--- src/design/lbp_pkg.sv ---
// Package for the loopback and tester path selector of one framer channel.
// Assumes a word-addressed Avalon-MM slave port and one system clock.
package lbp_pkg;

  // ****************************************************************
  // Bus and register map
  // ****************************************************************
  localparam int          LBP_AW        = 3;
  localparam int          LBP_DW        = 32;
  localparam logic [2:0]  LBP_IDX_MC2   = 3'h2;
  localparam logic [2:0]  LBP_IDX_TCTL  = 3'h4;
  localparam logic [2:0]  LBP_IDX_FRM   = 3'h5;
  localparam logic [2:0]  LBP_IDX_STAT  = 3'h6;
  localparam int          LBP_MC2_PAY   = 0;
  localparam int          LBP_MC2_LINE  = 1;
  localparam int          LBP_MC2_DIAG  = 2;
  localparam int          LBP_TCTL_EN   = 0;
  localparam int          LBP_TCTL_MODE = 1;
  localparam int          LBP_FRM_CBIT  = 0;
  localparam int          LBP_STAT_CLK  = 3;
  localparam int          LBP_STAT_MODE = 4;
  localparam logic [31:0] LBP_ZERO_WORD = 32'h0000_0000;

  // ****************************************************************
  // Tester route modes
  // ****************************************************************
  localparam logic [1:0] LBP_MODE_RX_PAYLOAD  = 2'h0;
  localparam logic [1:0] LBP_MODE_LINE_GEN    = 2'h1;
  localparam logic [1:0] LBP_MODE_SYS_PAYLOAD = 2'h2;
  localparam logic [1:0] LBP_MODE_SYS_FULL    = 2'h3;
  localparam int         LBP_MODE_SYS_SIDE    = 1;

  typedef enum logic {LBP_BUS_IDLE, LBP_BUS_ACK} lbp_bus_e;

  // ****************************************************************
  // Carriers
  // ****************************************************************
  typedef struct packed {
    logic       payload_loop_en;
    logic       line_loop_en;
    logic       diag_loop_en;
    logic       tester_enable;
    logic [1:0] tester_route_mode;
    logic       cbit_copy_en;
  } lbp_cfg_s;

  localparam lbp_cfg_s LBP_CFG_RST = '{1'b0, 1'b0, 1'b0, 1'b0, 2'h0, 1'b0};

  // Bit position marker of a frame: strobe, start, overhead, C bit, data.
  typedef struct packed {
    logic strobe;
    logic frame_start;
    logic overhead;
    logic cbit;
    logic data;
  } lbp_pos_s;

  // Dual-rail line pair with its bit strobe.
  typedef struct packed {
    logic pos;
    logic neg;
    logic strobe;
  } lbp_rail_s;

  typedef struct packed {
    lbp_bus_e    bus_st;
    logic        waitreq;
    logic [31:0] rdata;
    lbp_cfg_s    cfg;
    lbp_cfg_s    route;
    lbp_rail_s   tx_line;
    lbp_rail_s   dec_rail;
    logic        rx_data;
    logic        tester_bit;
    logic        tester_valid;
    logic        src_bit;
    logic        src_valid;
    logic        src_override;
    logic        frame_start;
    logic        payload_en;
    logic        clk_from_rx;
  } lbp_state_s;

endpackage

--- src/design/lbp_path_select.sv ---
// Loopback and tester path selector for one framer channel.
// Assumes all line and framer strobes are synchronous one-cycle enables of clk_sys.
//
// The Avalon-MM interface to the registers and the placing of the registers were left to the implementer.
`timescale 1ns/1ps

// Summary of operation
// - Payload loopback feeds received payload into the formatter instead of system data, except in mode 01.
// - Payload loopback in modes 0X keeps received data on output; formatter payload ignores system transmit input.
// - Payload loopback realigns transmit frame start and payload enable to receive frame.
// - Overhead insertion replaces the looped bit at any position when enabled.
// - Payload loopback times frame, enable and insertion on the receive output strobe.
// - Diagnostic loopback wins when payload and diagnostic loopback are both set.
// - Payload loopback is active while its configuration bit is set and the diagnostic bit clear, one cycle after the register.
// - Two-bit route mode; upper bit puts the tester on the system transmit side.
// - The tester works only while its enable bit is set.
// - Normal, mode 0X: received payload to tester and output, tester to line.
// - Diagnostic, mode 0X: tester payload to line, tester input and receive output.
// - Line loopback, mode 0X: received payload to line, output and tester.
// - Mode 1X: system data to tester, tester to output; line per loopback.
// - Payload loopback: mode 00 loops received payload, mode 01 sends tester payload.
// - Mode 01 without line loop: tester bits also fill overhead; tester sees overhead.
// - Mode 11: system overhead to tester, tester overhead to output.
// - Overhead: line loop echoes received bits, diagnostic feeds formatter, 00/10 generate none.
// - With C-bit copy, formatter takes C bits from the system transmit stream, except in mode 01 without line loop.
// - Mode 11 expects a full-bandwidth pattern on system input; tester checks it all.
// - Mode 11 with C-bit copy still copies C bits from the test pattern.
// - Diagnostic loopback returns transmit rails and strobe to the receive decoder.
// - Line loopback drives transmit rails and strobe straight from receive rails.
// - Payload loopback switches the internal transmit timing to the receive strobe.
module lbp_path_select
(
  input  wire logic                      clk_sys,
  input  wire logic                      rst_n,
  input  wire logic                      clk_en,
  input  wire logic [lbp_pkg::LBP_AW-1:0] avs_address,
  input  wire logic                      avs_read,
  input  wire logic                      avs_write,
  input  wire logic [lbp_pkg::LBP_DW-1:0] avs_writedata,
  output logic      [lbp_pkg::LBP_DW-1:0] avs_readdata,
  output logic                           avs_waitrequest,
  input  wire lbp_pkg::lbp_rail_s        rx_line,
  input  wire logic                      tx_in_strobe,
  input  wire logic                      enc_pos,
  input  wire logic                      enc_neg,
  output lbp_pkg::lbp_rail_s             tx_line,
  output lbp_pkg::lbp_rail_s             dec_rail,
  input  wire lbp_pkg::lbp_pos_s         rx_frame,
  input  wire lbp_pkg::lbp_pos_s         fmt_frame,
  input  wire logic                      tx_system_data_in,
  input  wire logic                      tx_overhead_data_in,
  input  wire logic                      tx_overhead_insert_en,
  input  wire logic                      tester_tx_bit,
  output logic                           rx_system_data_out,
  output logic                           tester_rx_bit,
  output logic                           tester_rx_valid,
  output logic                           fmt_src_bit,
  output logic                           fmt_src_valid,
  output logic                           fmt_src_override,
  output logic                           tx_frame_start,
  output logic                           tx_payload_enable,
  output logic                           tx_clk_from_rx
);
  import lbp_pkg::*;

  // ****************************************************************
  // Helpers
  // ****************************************************************

  // Word index match, shared by read and write decoding.
  function automatic logic lbp_hit(input logic [LBP_AW-1:0] addr, input logic [LBP_AW-1:0] idx);
    lbp_hit = (addr == idx);
  endfunction

  lbp_state_s st_reg;
  lbp_state_s st_next;
  logic       pay_w;
  logic       sys_w;
  logic       gen_w;
  logic       full_w;
  logic       oh_w;
  logic       tb_w;
  logic       ins_w;
  logic       txs_w;
  lbp_pos_s   pos_w;
  lbp_rail_s  txl_w;
  logic       pay_src_w;
  logic       oh_src_w;
  logic       oh_ovr_w;
  logic       t_oh_w;
  logic       take_w;

  // ****************************************************************
  // Route decoding
  // ****************************************************************

  // Decoding works on the registered route copy so a register write never glitches a mux.
  always_comb
  begin
    pay_w  = st_reg.route.payload_loop_en & ~st_reg.route.diag_loop_en;
    sys_w  = st_reg.route.tester_route_mode[LBP_MODE_SYS_SIDE];
    gen_w  = (st_reg.route.tester_route_mode == LBP_MODE_LINE_GEN);
    full_w = (st_reg.route.tester_route_mode == LBP_MODE_SYS_FULL);
    tb_w   = st_reg.route.tester_enable & tester_tx_bit;
    ins_w  = tx_overhead_insert_en;
    txs_w  = pay_w ? rx_line.strobe : tx_in_strobe;
    pos_w  = pay_w ? rx_frame : fmt_frame;
    oh_w   = pos_w.overhead;
  end

  // ****************************************************************
  // Transmit source selection
  // ****************************************************************

  // Payload source for the formatter; diagnostic loop behaves as normal here because the
  // rails themselves are looped, so the decoded stream already carries the sent bits.
  always_comb
  begin
    if (pay_w)
    begin
      pay_src_w = gen_w ? tb_w : rx_frame.data;
    end
    else
    begin
      pay_src_w = sys_w ? tx_system_data_in : tb_w;
    end
  end

  // Overhead override: insertion first, then tester overhead, then C-bit copy.
  always_comb
  begin
    oh_src_w = 1'b0;
    oh_ovr_w = 1'b0;
    if (gen_w && !st_reg.route.line_loop_en)
    begin
      oh_src_w = tb_w;
      oh_ovr_w = 1'b1;
    end
    else if (st_reg.route.cbit_copy_en && pos_w.cbit)
    begin
      oh_src_w = tx_system_data_in;
      oh_ovr_w = 1'b1;
    end
  end

  // Line rails: line loop echoes the receive pair, otherwise the encoder output goes out.
  always_comb
  begin
    if (st_reg.route.line_loop_en)
    begin
      txl_w = rx_line;
    end
    else
    begin
      txl_w = '{enc_pos, enc_neg, txs_w};
    end
  end

  // Tester sees overhead only in modes 01 and 11; the others carry payload alone.
  always_comb
  begin
    t_oh_w = sys_w ? fmt_frame.overhead : rx_frame.overhead;
    take_w = sys_w ? fmt_frame.strobe : rx_frame.strobe;
  end

  // ****************************************************************
  // Next state
  // ****************************************************************

  // The bus answers one cycle after a request; the write lands on the acknowledge edge.
  always_comb
  begin
    st_next = st_reg;
    unique case (st_reg.bus_st)
      LBP_BUS_IDLE:
      begin
        if (avs_read || avs_write)
        begin
          st_next.bus_st  = LBP_BUS_ACK;
          st_next.waitreq = 1'b0;
          st_next.rdata   = LBP_ZERO_WORD;
          if (lbp_hit(avs_address, LBP_IDX_MC2))
          begin
            st_next.rdata[LBP_MC2_PAY]  = st_reg.cfg.payload_loop_en;
            st_next.rdata[LBP_MC2_LINE] = st_reg.cfg.line_loop_en;
            st_next.rdata[LBP_MC2_DIAG] = st_reg.cfg.diag_loop_en;
          end
          else if (lbp_hit(avs_address, LBP_IDX_TCTL))
          begin
            st_next.rdata[LBP_TCTL_EN]                    = st_reg.cfg.tester_enable;
            st_next.rdata[LBP_TCTL_MODE+1:LBP_TCTL_MODE] = st_reg.cfg.tester_route_mode;
          end
          else if (lbp_hit(avs_address, LBP_IDX_FRM))
          begin
            st_next.rdata[LBP_FRM_CBIT] = st_reg.cfg.cbit_copy_en;
          end
          else if (lbp_hit(avs_address, LBP_IDX_STAT))
          begin
            st_next.rdata[LBP_MC2_PAY]                    = pay_w;
            st_next.rdata[LBP_MC2_LINE]                   = st_reg.route.line_loop_en;
            st_next.rdata[LBP_MC2_DIAG]                   = st_reg.route.diag_loop_en;
            st_next.rdata[LBP_STAT_CLK]                   = st_reg.clk_from_rx;
            st_next.rdata[LBP_STAT_MODE+1:LBP_STAT_MODE] = st_reg.route.tester_route_mode;
          end
        end
      end
      LBP_BUS_ACK:
      begin
        st_next.bus_st  = LBP_BUS_IDLE;
        st_next.waitreq = 1'b1;
        if (avs_write && lbp_hit(avs_address, LBP_IDX_MC2))
        begin
          st_next.cfg.payload_loop_en = avs_writedata[LBP_MC2_PAY];
          st_next.cfg.line_loop_en    = avs_writedata[LBP_MC2_LINE];
          st_next.cfg.diag_loop_en    = avs_writedata[LBP_MC2_DIAG];
        end
        if (avs_write && lbp_hit(avs_address, LBP_IDX_TCTL))
        begin
          st_next.cfg.tester_enable     = avs_writedata[LBP_TCTL_EN];
          st_next.cfg.tester_route_mode = avs_writedata[LBP_TCTL_MODE+1:LBP_TCTL_MODE];
        end
        if (avs_write && lbp_hit(avs_address, LBP_IDX_FRM))
        begin
          st_next.cfg.cbit_copy_en = avs_writedata[LBP_FRM_CBIT];
        end
      end
    endcase

    // Registered copy of the settings that every mux below follows.
    st_next.route = st_reg.cfg;

    // Rails toward the line and toward the receive decoder.
    st_next.tx_line = txl_w;
    if (st_reg.route.diag_loop_en)
    begin
      st_next.dec_rail = '{txl_w.pos, txl_w.neg, txs_w};
    end
    else
    begin
      st_next.dec_rail = rx_line;
    end

    // Receive output: tester bits on the system side, else the received stream.
    if (sys_w && (!rx_frame.overhead || full_w))
    begin
      st_next.rx_data = tb_w;
    end
    else
    begin
      st_next.rx_data = rx_frame.data;
    end

    // Tester input: system stream in modes 1X, whole frame in mode 11.
    st_next.tester_bit   = sys_w ? tx_system_data_in : rx_frame.data;
    st_next.tester_valid = st_reg.route.tester_enable & take_w &
                           (~t_oh_w | gen_w | full_w);

    // Formatter source; insertion overwrites any bit position.
    st_next.src_valid = pos_w.strobe;
    if (ins_w)
    begin
      st_next.src_bit      = tx_overhead_data_in;
      st_next.src_override = 1'b1;
    end
    else
    begin
      st_next.src_bit      = oh_w ? oh_src_w : pay_src_w;
      st_next.src_override = oh_w & oh_ovr_w;
    end

    // Frame timing follows the receiver during payload loopback.
    st_next.frame_start = pos_w.strobe & pos_w.frame_start;
    st_next.payload_en  = pos_w.strobe & ~oh_w;
    st_next.clk_from_rx = pay_w;
  end

  // ****************************************************************
  // State register
  // ****************************************************************

  // Reset acts even with the clock enable low so a frozen block can still be cleared.
  always_ff @(posedge clk_sys)
  begin
    if (!rst_n)
    begin
      st_reg              <= '0;
      st_reg.bus_st       <= LBP_BUS_IDLE;
      st_reg.waitreq      <= 1'b1;
      st_reg.cfg          <= LBP_CFG_RST;
      st_reg.route        <= LBP_CFG_RST;
    end
    else if (clk_en)
    begin
      st_reg <= st_next;
    end
  end

  // Every output comes straight from the state register.
  assign avs_readdata       = st_reg.rdata;
  assign avs_waitrequest    = st_reg.waitreq;
  assign tx_line            = st_reg.tx_line;
  assign dec_rail           = st_reg.dec_rail;
  assign rx_system_data_out = st_reg.rx_data;
  assign tester_rx_bit      = st_reg.tester_bit;
  assign tester_rx_valid    = st_reg.tester_valid;
  assign fmt_src_bit        = st_reg.src_bit;
  assign fmt_src_valid      = st_reg.src_valid;
  assign fmt_src_override   = st_reg.src_override;
  assign tx_frame_start     = st_reg.frame_start;
  assign tx_payload_enable  = st_reg.payload_en;
  assign tx_clk_from_rx     = st_reg.clk_from_rx;

  // ****************************************************************
  // Checks
  // ****************************************************************

  pay_src_a: assert property (@(posedge clk_sys) disable iff (!rst_n)
    $past(clk_en) && $past(pay_w) && !$past(gen_w) && !$past(ins_w) && !$past(oh_w)
      |-> fmt_src_bit == $past(rx_frame.data))
    else $error("Looped payload not fed to formatter.");

  rx_keep_a: assert property (@(posedge clk_sys) disable iff (!rst_n)
    $past(clk_en) && $past(pay_w) && !$past(sys_w) |-> rx_system_data_out == $past(rx_frame.data))
    else $error("Receive output lost during payload loop.");

  realign_a: assert property (@(posedge clk_sys) disable iff (!rst_n)
    $past(clk_en) && $past(pay_w)
      |-> tx_frame_start == ($past(rx_frame.strobe) && $past(rx_frame.frame_start)))
    else $error("Frame start not aligned to receiver.");

  oh_insert_a: assert property (@(posedge clk_sys) disable iff (!rst_n)
    $past(clk_en) && $past(ins_w) |-> fmt_src_override && fmt_src_bit == $past(tx_overhead_data_in))
    else $error("Overhead insertion ignored.");

  diag_wins_a: assert property (@(posedge clk_sys) disable iff (!rst_n)
    $past(clk_en) && $past(st_reg.route.diag_loop_en) |-> !tx_clk_from_rx)
    else $error("Payload loop active under diagnostic loop.");

  route_copy_a: assert property (@(posedge clk_sys) disable iff (!rst_n)
    $past(clk_en) && $past(st_reg.cfg.payload_loop_en) && !$past(st_reg.cfg.diag_loop_en)
      ##1 $past(clk_en) |-> tx_clk_from_rx)
    else $error("Payload loop did not follow its setting.");

  tester_off_a: assert property (@(posedge clk_sys) disable iff (!rst_n)
    $past(clk_en) && !$past(st_reg.route.tester_enable) |-> !tester_rx_valid)
    else $error("Tester active while disabled.");

  line_loop_a: assert property (@(posedge clk_sys) disable iff (!rst_n)
    $past(clk_en) && $past(st_reg.route.line_loop_en) |-> tx_line == $past(rx_line))
    else $error("Line loop does not echo receive rails.");

  diag_rail_a: assert property (@(posedge clk_sys) disable iff (!rst_n)
    $past(clk_en) && $past(st_reg.route.diag_loop_en)
      |-> dec_rail.pos == tx_line.pos && dec_rail.neg == tx_line.neg)
    else $error("Diagnostic loop does not return transmit rails.");

  bus_ack_a: assert property (@(posedge clk_sys) disable iff (!rst_n)
    clk_en && (avs_read || avs_write) && avs_waitrequest |=> !avs_waitrequest || !$past(clk_en))
    else $error("Bus request not acknowledged.");

endmodule

--- config.mk ---
export PLATFORM = sky130hd
export DESIGN_NAME = lbp_path_select
export DESIGN_NICKNAME = d
export VERILOG_FILES = /design/src/design/lbp_pkg.sv /design/src/design/lbp_path_select.sv
export SDC_FILE = /design/constraint.sdc
export NUM_CORES = 1
export LEC_CHECK = 0
export BUFFER_PORTS_ARGS = -buffer_cell sky130_fd_sc_hd__buf_2
export CAP_MARGIN = 20
export CELL_PAD_IN_SITES_DETAIL_PLACEMENT = 1
export CELL_PAD_IN_SITES_GLOBAL_PLACEMENT = 1
export CORE_MARGIN = 2
export CORE_UTILIZATION = 32
export CTS_CLUSTER_DIAMETER = 30
export DETAILED_ROUTE_END_ITERATION = 6
export GPL_TIMING_DRIVEN = 0
export PLACE_DENSITY_LB_ADDON = 0.1
export SLEW_MARGIN = 25
export SYNTH_ARGS = -nofsm -noshare
export SYNTH_HDL_FRONTEND = slang
export SYNTH_SLANG_ARGS = --single-unit
--- constraint.sdc ---
create_clock -name clk_sys -period 2 [get_ports clk_sys]
set_clock_uncertainty 0.2 [all_clocks]
set_input_delay 0.1 -clock clk_sys [delete_from_list [all_inputs] [get_ports clk_sys]]
set_output_delay 0.1 -clock clk_sys [all_outputs]
set_load 0.005 [all_outputs]
## Yosys cells after proc, flatten, opt, wreduce, memory -nomap -nowiden

Index checks and enable logic that the tools add are counted.
W data, S select, Z words.

- Eq/ne operators: 7
- Muxes and demuxes: 27
- Bitwise gates (word level): 13
- Reduce and logical (&&, ||, !) cells: 15

Operator list:

| cell | count |
|---|---|
| $mux W34 | 1 |
| $mux W3 | 6 |
| $mux W1 | 16 |
| $reduce_and A3 Y1 | 4 |
| $mux W5 | 2 |
| $eq A3 B3 Y1 const B | 3 |
| $and A1 B1 Y1 | 7 |
| $logic_and A1 B1 Y1 | 6 |
| $mux W6 | 1 |
| $not A1 Y1 | 4 |
| $pmux W2 S2 | 1 |
| $eq A3 B2 Y1 const B | 1 |
| $eq A2 B1 Y1 const B | 1 |
| $eq A2 B2 Y1 const B | 1 |
| $logic_not A1 Y1 | 2 |
| $logic_or A1 B1 Y1 | 2 |
| $ne A2 B2 Y1 const B | 1 |
| $or A1 B1 Y1 | 2 |
| $reduce_and A2 Y1 | 1 |

- Register bits after elaboration: 37
- Input port bits: 60
- Output and inout port bits: 48
- Word-level logic and storage cells: 92

## Longest topological paths before layout

Gate-level depths: netlist of run 1.

- Depth after elaboration: 8
- Gate-level depth with buffers: 7
- Mapped depth without buffers: 5

## Least setup slack after synthesis of run 1

OpenSTA, ideal clock, no wires.

- Path type: register -> register
- From: register st_reg[19] (netlist name)
- To: register st_reg (netlist bit fmt_src_bit)
- Library setup time: 0.059 ns
- Data arrival time: 1.255 ns
- Data required time: 1.741 ns
- Slack: 0.486 ns
- Stages on the path, launching flop included: 7
- Buffers on the path: 1
- Clock period less this slack: 1.514 ns
- Cell sequence: dfxtp_1 > nand2b_1 > buf_6 > mux2i_4 > nand2_2 > o221ai_1 > o311a_1

- Cells in the longest elaborated chain, start to end: 8
- Elaborated cells on any way between the ends: 9
- Classes of those cells: 6 x mux; 2 x bitwise; 1 x reduce/logical

Ends and longest elaborated chain:

| item | RTL line | source |
|---|---|---|
| from (decl) | lbp_path_select.sv:75 | `lbp_state_s st_reg;` |
| from (signal assigned) | lbp_path_select.sv:294 | `st_reg <= st_next;` |
| $not A1 Y1 * | lbp_path_select.sv:100 | `pay_w = st_reg.route.payload_loop_en & ~st_reg.route.diag_loop_en;` |
| $and A1 B1 Y1 * | lbp_path_select.sv:100 |  |
| $mux W5 | lbp_path_select.sv:107 | `pos_w = pay_w ? rx_frame : fmt_frame;` |
| $logic_and A1 B1 Y1 | lbp_path_select.sv:139 | `else if (st_reg.route.cbit_copy_en && pos_w.cbit)` |
| $mux W1 | lbp_path_select.sv:139 |  |
| $mux W1 | lbp_path_select.sv:134 | `if (gen_w && !st_reg.route.line_loop_en)` |
| $mux W1 * | lbp_path_select.sv:267 | `st_next.src_bit = oh_w ? oh_src_w : pay_src_w;` |
| $mux W1 * | lbp_path_select.sv:260 | `if (ins_w)` |

Mark *: on every way between the ends. The rest lies on a longest branch, timed or not.
A chain may end at the register's enable or synchronous reset.

## Worst setup path after layout of run 1

- From: register st_reg[19] (netlist name)
- To: register st_reg (netlist bit tx_frame_start)

- Cells in the longest elaborated chain, start to end: 4

Ends and longest elaborated chain:

| item | RTL line | source |
|---|---|---|
| $not A1 Y1 | lbp_path_select.sv:100 |  |
| $and A1 B1 Y1 | lbp_path_select.sv:100 |  |
| $mux W5 | lbp_path_select.sv:107 |  |
| $and A1 B1 Y1 | lbp_path_select.sv:272 | `st_next.frame_start = pos_w.strobe & pos_w.frame_start;` |

Every way passes these cells.

==> flow_metrics.tcl, run 1 <==
set metrics [dict create \
    crit_type "reg2reg" \
    floorplan.initialDensity_pct 33.0 \
    seq_area_frac_synth_pct 35.4 \
    timing.critical_path.arrival_ns 1.94 \
    cp_slowest_cell "sky130_fd_sc_hd__dlygate4sd3_1" \
    timing.critical_path.cells "nand2b_1 > buf_6 > nand3_1 > dlygate4sd3_1 > nand3_1 > o211a_1" \
    core-area_sq_um 6350 \
    post_synth_instance_area_sq_um 2090 \
    die_width_um 84.9 \
    setup-violations-final 0 \
    post_synth_fa_ha_maj_area_fraction_pct 0 \
    first_pass_grt_wire_length_um 8740 \
    synth_top_area_share_pct 35.4 \
    grt-ovfl-total 0 \
    die_y_um 84.9 \
    detailroute.via_count 1840 \
    max-clock-path-buffers 2 \
    buffer_ports.inserted 47 \
    routedWlPerCell_um 12.7 \
    outcome "complete, no violations" \
    post_synth_xor_area_fraction_pct 0 \
    final_area_sq_um 2870 \
    synthMostInstantiatedCell "sky130_fd_sc_hd__buf_4" \
    post_synth_and_or_nand_nor_area_fraction_pct 19.6 \
    clkSinkCount 37 \
    report.final.hold_viol_count 0 \
    grt_usage_pct 15.2 \
    number_of_detailed_routing_iterations_run_before_antenna_repair 4 \
    final_layout_size_suffix_gt1_share_pct 32.5 \
    flip_flop_count_of_the_largest_register_all_copies_and_words_added 8 \
    critical_path.top_delay_family "buffers and inverters" \
    postRouteAntennaNets 0 \
    tritoncts.num_buffers 5 \
    regArea_sq_um 741 \
    finalCritPeriodShare_pct 94.7 \
    crit_buf_inv 2 \
    least_margin_pin_slew_ns 0.505 \
    critical-path-max-stage-delay_ns 0.58 \
    cts.htree.levels 2 \
    insertion_delay_ns 0.29 \
    synth_enable_flop_cells 0 \
    areaGrowthSynthToFinish_pct 37.0 \
    setup.worst_path.end_class "flop" \
    n_antenna_cell 0 \
    cts_root_buffer "sky130_fd_sc_hd__clkbuf_8" \
    grt_pass1_vias 1827 \
    die-area_sq_um 7210 \
    path_common_cell "sky130_fd_sc_hd__nand3_1" \
    place_area_sq_um 2520 \
    totalNegativeSetupSlack_ns 0 \
    rsz_0062_raised_after_global_routing "no" \
    final_net_count 394 \
    maxClockFrequency_ghz 0.528 \
    worstPathMaxFanout 6 \
    max_cap_viol_count 0 \
    detail_route.drc_violations 0 \
    worst_ir_drop_vdd_mv 0.296 \
    synth_compound_gate_area_share_pct 14.7 \
    nFillCells 760 \
    syn-mean-instance-area_sq_um 8.99 \
    synthDistinctLibCells 42 \
    yosys_top_cell_by_area "sky130_fd_sc_hd__dfxtp_1" \
    number_of_core_rows 29 \
    yosys-top-cells-count "sky130_fd_sc_hd__buf_4 (39), sky130_fd_sc_hd__dfxtp_1 (37), sky130_fd_sc_hd__nand2_1 (23)" \
    postSynth.topFlopCell "sky130_fd_sc_hd__dfxtp_1" \
    pin_count_of_the_biggest_net_entering_global_routing 13 \
    yosysWarnings 0 \
    synth_area_leaders "sky130_fd_sc_hd__dfxtp_1 (35%), sky130_fd_sc_hd__buf_4 (14%), sky130_fd_sc_hd__mux2i_1 (11%)" \
    dp_hpwl_um 3900 \
    cts_tree "built" \
    cp.required_ns 2.04 \
    dominant_combinational_cell_family_by_area_after_synthesis "simple AND/OR/NAND/NOR gates" \
    synthMuxAreaShare_pct 12.7 \
    number_of_instances_in_the_synthesized_netlist 233 \
    worst_slew_margin_rel_pct 66.3 \
    dr.first_iter.drc_count 36 \
    static-leakage-power_nw 1.38 \
    finalMaxSlewViolations 0 \
    globalplace.congestion 0.737 \
    cp-start-kind "flop" \
    power.density_nw_per_um2 599 \
    antenna_found_initial 0 \
    postSynthRegisterBits 37 \
    detail_route.vias_per_cell 4.47 \
    post_route_worst_hold_slack_ns 0.00854 \
    postSynth.asyncResetShare_pct 0 \
    clk_transition_reported_paths_ns 0.08 \
    pin_count 108 \
    multi_input_comb_area_sq_um 1080 \
    min_period_ns 1.89 \
    totalWireLength_um 5220 \
    holdCritPathClass "in2reg" \
]
-- final timing paths --
check,cells past startpoint,from,endpoint,slack (ns)
setup / recovery,6,st_reg[19]$_SDFFE_PN0P_,tx_frame_start$_SDFFE_PN0P_,0.11
hold / removal,4,avs_write,avs_waitrequest$_SDFFE_PN1P_,0.009
setup reg to reg,6,st_reg[19]$_SDFFE_PN0P_,tx_frame_start$_SDFFE_PN0P_,0.11
hold reg to reg,2,avs_readdata[5]$_SDFFE_PN0P_,avs_readdata[5]$_SDFFE_PN0P_,0.26
-- per-stage QoR --
step	instances	setup WS, ns	power [W]	utilization (%)
global placement	382	0.170	0.00102	39.7
global route	412	0.0106	0.00181	45.2
detailed placement	382	0.158	0.00102	39.7
CTS	413	0.0113	0.00174	45.2
finish	412	0.105	0.00172	45.2
floorplan	258	0.486	0.000939	-
-- layer usage --
metal	share of wire [%]	GRT usage (%)	wire [um]	up-vias
met5	0	0	0	-
met4	1.7	5.48	87	0
met3	4.8	2.82	253	8
met2	50	27.0	2610	53
met1	44	18.2	2280	846
li1	-	-	-	933
-- cells by family after synthesis --
family          count (synthesis)
simple gates                   74
buf+inv                        55
compound gates                 41
flops                          37
mux                            25
other cells                     1
-- cell usage in the layout (no fill, tap or decap), types with 6 or more instances in the layout --
cell type	count
sky130_fd_sc_hd__mux2i_1	22
sky130_fd_sc_hd__dfxtp_1	37
sky130_fd_sc_hd__a21boi_0	6
sky130_fd_sc_hd__buf_4	39
sky130_fd_sc_hd__nor2b_1	18
sky130_fd_sc_hd__buf_2	52
sky130_fd_sc_hd__o211a_1	9
sky130_fd_sc_hd__nand2_1	23
sky130_fd_sc_hd__clkbuf_8	6
sky130_fd_sc_hd__nand3_1	9
sky130_fd_sc_hd__dlygate4sd3_1	23
sky130_fd_sc_hd__nor2_1	7
sky130_fd_sc_hd__conb_1	26
-- worst reg2reg max path, cell delays in order, from the launching register on --
cell	delay (ns)
sky130_fd_sc_hd__dfxtp_1	0.46
sky130_fd_sc_hd__nand2b_1	0.16
sky130_fd_sc_hd__buf_6	0.14
sky130_fd_sc_hd__nand3_1	0.09
sky130_fd_sc_hd__dlygate4sd3_1	0.58
sky130_fd_sc_hd__nand3_1	0.09
sky130_fd_sc_hd__o211a_1	0.13
-- cell type report --
cell class / instances / area share (%)
Inverter: 3 / 0.392
Tap cell: 77 / 3.36
Sequential cell: 37 / 25.8
Multi-Input combinational cell: 166 / 37.8
Buffer: 51 / 12.3
Clock buffer: 6 / 2.88
Timing Repair Buffer: 70 / 16.2
Clock inverter: 2 / 1.31
-- what timing repair did --
action,CTS,global route
setup buffers,0,0
hold buffers,23,0
endpoints found under the setup margin,0,4
gates resized for setup,0,1
endpoints found under the hold margin,25,0
-- power by group --
part	total (W)	internal, W	switching [W]
Clock	0.000684	0.000406	0.000279
Sequential	0.000772	0.000759	0.0000130
Combinational	0.000263	0.000149	0.000114
No activity file was read; power rests on OpenSTA's default activity.
==> run 2, diff against run 1 <==
--- a/config.mk
+++ b/config.mk
@@ -9,7 +9,8 @@
 export CAP_MARGIN = 20
 export CELL_PAD_IN_SITES_DETAIL_PLACEMENT = 1
 export CELL_PAD_IN_SITES_GLOBAL_PLACEMENT = 1
-export CORE_MARGIN = 2
+export CORE_ASPECT_RATIO = 1.2
+export CORE_MARGIN = 5
 export CORE_UTILIZATION = 32
 export CTS_CLUSTER_DIAMETER = 30
 export DETAILED_ROUTE_END_ITERATION = 6
==> flow_metrics.tcl, run 2 (same netlist as run 1, synthesis figures left out) <==
set metrics [dict create \
    finalCritPeriodShare_pct 93.2 \
    setup.worst_path.end_class "flop" \
    least_margin_pin_slew_ns 0.533 \
    static-leakage-power_nw 1.38 \
    routedWlPerCell_um 13.7 \
    cp.required_ns 2.04 \
    finalMaxSlewViolations 0 \
    pin_count 108 \
    globalplace.congestion 0.780 \
    max-clock-path-buffers 2 \
    min_period_ns 1.86 \
    crit_type "reg2reg" \
    dp_hpwl_um 4200 \
    timing.critical_path.arrival_ns 1.90 \
    core-area_sq_um 6410 \
    worst_slew_margin_rel_pct 64.5 \
    maxClockFrequency_ghz 0.536 \
    report.final.hold_viol_count 0 \
    antenna_found_initial 0 \
    die_width_um 83.9 \
    holdCritPathClass "in2reg" \
    number_of_detailed_routing_iterations_run_before_antenna_repair 5 \
    insertion_delay_ns 0.29 \
    detailroute.via_count 1887 \
    die-area_sq_um 8270 \
    clkSinkCount 37 \
    die_y_um 98.6 \
    highest_count_cells_in_the_layout_ignoring_fill_and_taps "sky130_fd_sc_hd__buf_2 (52), sky130_fd_sc_hd__buf_4 (39), sky130_fd_sc_hd__dfxtp_1 (37)" \
    clk_transition_reported_paths_ns 0.07 \
    place_area_sq_um 2530 \
    regArea_sq_um 741 \
    nFillCells 805 \
    multi_input_comb_area_sq_um 1080 \
    cts.htree.levels 2 \
    detail_route.vias_per_cell 4.46 \
    dr.first_iter.drc_count 47 \
    power.density_nw_per_um2 564 \
    grt-ovfl-total 0 \
    cts_tree "built" \
    pin_count_of_the_biggest_net_entering_global_routing 12 \
    areaGrowthSynthToFinish_pct 37.7 \
    post_layout_utilization_of_the_core_pct 45.0 \
    buffer_ports.inserted 47 \
    first_pass_grt_wire_length_um 9460 \
    tritoncts.num_buffers 5 \
    cp-start-kind "flop" \
    totalNegativeSetupSlack_ns 0 \
    worstPathMaxFanout 6 \
    outcome "complete, no violations" \
    postRouteAntennaNets 0 \
    final_area_sq_um 2880 \
    n_antenna_cell 0 \
    flip_flop_count_of_the_largest_register_all_copies_and_words_added 8 \
    worst_ir_drop_vdd_mv 0.337 \
    totalWireLength_um 5800 \
    final_net_count 397 \
    floorplan.initialDensity_pct 32.7 \
    max_cap_viol_count 0 \
    final_layout_size_suffix_gt1_share_pct 32.2 \
    layout.cells.most_common "sky130_fd_sc_hd__buf_2" \
    rsz_0062_raised_after_global_routing "no" \
    grt_usage_pct 14.3 \
    post-cts-setup-buffer-count 0 \
    setup-violations-final 0 \
    grt_pass1_vias 1892 \
    number_of_core_rows 32 \
    detail_route.drc_violations 0 \
    cts_root_buffer "sky130_fd_sc_hd__clkbuf_8" \
]
==> run 2: per-layer routing <==
metal	wire length (um)	vias up	global-route usage, %
met3	296	7	3.85
met2	2950	44	25.9
met5	0	-	0
met4	89	0	5.20
li1	-	951	-
met1	2460	885	16.1
==> run 2: worst max-delay path: stages, from the launching register on <==
cell and delay (ns):
sky130_fd_sc_hd__dfxtp_1 0.47, sky130_fd_sc_hd__nand2b_1 0.16, sky130_fd_sc_hd__buf_6 0.14, sky130_fd_sc_hd__nand3_1 0.07
sky130_fd_sc_hd__dlygate4sd3_1 0.55, sky130_fd_sc_hd__nand3_1 0.08, sky130_fd_sc_hd__o211a_1 0.13
==> run 2: timing repair <==
| item | in CTS | in global routing |
|---|---|---|
| hold buffers | 25 | 0 |
| endpoints found under the setup margin | 0 | 1 |
| hold endpoints to repair | 24 | 0 |
| resized for setup | 0 | 1 |
==> run 2: area by class of cell <==
class,count,area share [%]
Multi-Input combinational cell,166,37.6
Sequential cell,37,25.7
Timing Repair Buffer,72,16.8
Buffer,52,12.3
Tap cell,85,3.69
Clock buffer,7,3.34
Inverter,3,0.390
Clock inverter,1,0.174
==> run 2: power breakdown <==
| part | internal [W] | switching [W] | total (W) |
|---|---|---|---|
| registers | 0.000759 | 0.0000125 | 0.000771 |
| clock network | 0.000312 | 0.000274 | 0.000586 |
| logic | 0.000153 | 0.000117 | 0.000269 |
==> run 2: metrics by stage <==
stage | cells | hold WS (ns) | power, W | setup WS, ns
6_report | 423 | 0.0205 | 0.00163 | 0.136
4_1_cts | 423 | 0.00372 | 0.00166 | 0.0676
2_1_floorplan | 258 | 0.0636 | 0.000939 | 0.486
3_5_place_dp | 390 | 0.167 | 0.00102 | 0.0799
3_3_place_gp | 390 | 0.152 | 0.00102 | 0.111
5_1_grt | 423 | 0.0444 | 0.00172 | 0.0426
==> run 2: worst paths after layout <==
check / from / endpoint / slack (ns) / depth (start not counted)
worst max-delay path: st_reg[19]$_SDFFE_PN0P_ / tx_frame_start$_SDFFE_PN0P_ / 0.14 / 6
worst min-delay path: fmt_frame[4] / fmt_src_valid$_SDFFE_PN0P_ / 0.02 / 4
worst max register to register: st_reg[19]$_SDFFE_PN0P_ / tx_frame_start$_SDFFE_PN0P_ / 0.14 / 6
worst min register to register: avs_readdata[3]$_SDFFE_PN0P_ / avs_readdata[3]$_SDFFE_PN0P_ / 0.28 / 2
==> run 3, diff against run 2 <==
--- a/config.mk
+++ b/config.mk
@@ -15,6 +15,7 @@
 export CTS_CLUSTER_DIAMETER = 30
 export DETAILED_ROUTE_END_ITERATION = 6
 export GPL_TIMING_DRIVEN = 0
+export HOLD_SLACK_MARGIN = 0.1
 export PLACE_DENSITY_LB_ADDON = 0.1
 export SLEW_MARGIN = 25
 export SYNTH_ARGS = -nofsm -noshare
==> flow_metrics.tcl, run 3 (same netlist as run 1, synthesis figures left out) <==
set metrics [dict create \
    comb_power_share_pct 16.9 \
    min_period_ns 1.86 \
    path_common_cell "sky130_fd_sc_hd__nand3_1" \
    final.setup.worst_slack_ns 0.141 \
    outcome "complete, no violations" \
    cts.htree.levels 2 \
    totalWireLength_um 5850 \
    max_cap_viol_count 0 \
    cp-start-kind "flop" \
    critical-path-max-stage-delay_ns 0.55 \
    die-area_sq_um 8270 \
    dr.first_iter.drc_count 50 \
    detailroute.via_count 1900 \
    finalMaxSlewViolations 0 \
    grt-ovfl-total 0 \
    tritoncts.num_buffers 5 \
    detailedPlace.worstSlack_ns 0.0799 \
    worstSetupPathDepth 6 \
    netSwitchingPower_w 0.000406 \
    worst_ir_drop_vdd_mv 0.337 \
    power.density_nw_per_um2 559 \
    insertion_delay_ns 0.29 \
    detail_route.vias_per_cell 4.45 \
    clk_transition_reported_paths_ns 0.07 \
    highest_count_cells_in_the_layout_ignoring_fill_and_taps "sky130_fd_sc_hd__buf_2 (52), sky130_fd_sc_hd__buf_4 (39), sky130_fd_sc_hd__dfxtp_1 (37)" \
    detail_route.drc_violations 0 \
    globalplace.congestion 0.780 \
    clkSinkCount 37 \
    cts_tree "built" \
    maxClockFrequency_ghz 0.538 \
    buffer_ports.inserted 47 \
    power.sequential.fraction_pct 47.2 \
    worstPathMaxFanout 6 \
    die_y_um 98.6 \
    layout.cells.most_common "sky130_fd_sc_hd__buf_2" \
    setup-violations-final 0 \
    crit_type "reg2reg" \
    pin_count 108 \
    static-leakage-power_nw 1.40 \
    post_layout_utilization_of_the_core_pct 45.6 \
    first_pass_grt_wire_length_um 9560 \
    power_frac_clock_pct 35.9 \
    finalCritPeriodShare_pct 92.9 \
    cp_slowest_cell "sky130_fd_sc_hd__dlygate4sd3_1" \
    postRouteAntennaNets 0 \
    areaGrowthSynthToFinish_pct 39.6 \
    power.internal_w 0.00123 \
    antenna_found_initial 0 \
    final_layout_size_suffix_gt1_share_pct 31.9 \
    worstHoldPathCells 4 \
    least_margin_pin_slew_ns 0.530 \
    nFillCells 804 \
    grt_pass1_vias 1912 \
    timing.critical_path.arrival_ns 1.90 \
    totalNegativeSetupSlack_ns 0 \
    cts_root_buffer "sky130_fd_sc_hd__clkbuf_8" \
    number_of_core_rows 32 \
    max-clock-path-buffers 2 \
    number_of_detailed_routing_iterations_run_before_antenna_repair 5 \
    floorplan.initialDensity_pct 32.7 \
    dp_hpwl_um 4200 \
    timing.reg2reg.worst_path_depth 6 \
    holdCritPathClass "in2reg" \
    report.final.hold_viol_count 0 \
    core-area_sq_um 6410 \
    routedWlPerCell_um 13.7 \
    worst_slew_margin_rel_pct 64.6 \
    die_width_um 83.9 \
    critical_path.top_delay_family "buffers and inverters" \
    setup.worst_path.end_class "flop" \
    cp.required_ns 2.04 \
    n_antenna_cell 0 \
    final_net_count 401 \
    grt_usage_pct 14.5 \
    crit_buf_inv 2 \
    timing.critical_path.cells "nand2b_1 > buf_6 > nand3_1 > dlygate4sd3_1 > nand3_1 > o211a_1" \
    flip_flop_count_of_the_largest_register_all_copies_and_words_added 8 \
    switching_share_pct 24.9 \
    rsz_0062_raised_after_global_routing "no" \
    pin_count_of_the_biggest_net_entering_global_routing 12 \
]
[run 3: worst paths after layout]
| kind | endpoint | slack (ns) | startpoint |
|---|---|---|---|
| max | tx_frame_start$_SDFFE_PN0P_ | 0.14 | st_reg[19]$_SDFFE_PN0P_ |
| min | avs_readdata[0]$_SDFFE_PN0P_ | 0.13 | avs_address[1] |
| max reg2reg | tx_frame_start$_SDFFE_PN0P_ | 0.14 | st_reg[19]$_SDFFE_PN0P_ |
| min reg2reg | avs_readdata[3]$_SDFFE_PN0P_ | 0.28 | avs_readdata[3]$_SDFFE_PN0P_ |
[run 3: metal layers]
| metal | vias to the layer above | wire [um] | global-route usage, % |
|---|---|---|---|
| li1 | 957 | - | - |
| met1 | 888 | 2500 | 16.1 |
| met2 | 48 | 2990 | 26.4 |
| met3 | 7 | 267 | 3.76 |
| met4 | 0 | 89 | 5.20 |
| met5 | - | 0 | 0 |
[run 3: layout make-up]
class	count	area (sq um)	share of cell area [%]
multi-input combinational	166	1080	37.1
inverter	3	11.3	0.385
clock buffer	7	96.3	3.29
timing repair buffer	76	526	18.0
tap	85	106	3.64
clock inverter	1	5.00	0.171
sequential	37	741	25.3
buffer	52	355	12.2
[run 3: worst reg2reg max path, stage by stage (launching register included)]
cell and delay, ns:
sky130_fd_sc_hd__dfxtp_1 0.48, sky130_fd_sc_hd__nand2b_1 0.17, sky130_fd_sc_hd__buf_6 0.14, sky130_fd_sc_hd__nand3_1 0.07, sky130_fd_sc_hd__dlygate4sd3_1 0.55, sky130_fd_sc_hd__nand3_1 0.08
sky130_fd_sc_hd__o211a_1 0.13
[run 3: power groups by stage]
| stage | logic [W] | registers (W) | clock network [W] |
|---|---|---|---|
| after global placement | 0.000229 | 0.000788 | 0 |
| after CTS | 0.000275 | 0.000771 | 0.000615 |
| after floorplan | 0.000151 | 0.000787 | 0 |
| after detailed placement | 0.000229 | 0.000789 | 0 |
| after global routing | 0.000307 | 0.000774 | 0.000646 |
| final | 0.000276 | 0.000771 | 0.000588 |
[run 3: stage by stage]
step	cells	power, W	area [sq um]	hold slack [ns]
floorplan	258	0.000939	2190	0.0636
global placement	390	0.00102	2530	0.152
detailed placement	390	0.00102	2530	0.167
CTS	427	0.00166	2920	0.120
global route	427	0.00173	2920	0.143
finish	427	0.00164	2920	0.131
[run 3: repair_timing]
item | CTS | global route
gates resized for setup | 0 | 1
endpoints found under the setup margin | 0 | 1
setup buffers | 0 | 0
hold endpoints to repair | 32 | 0
hold buffers | 29 | 0
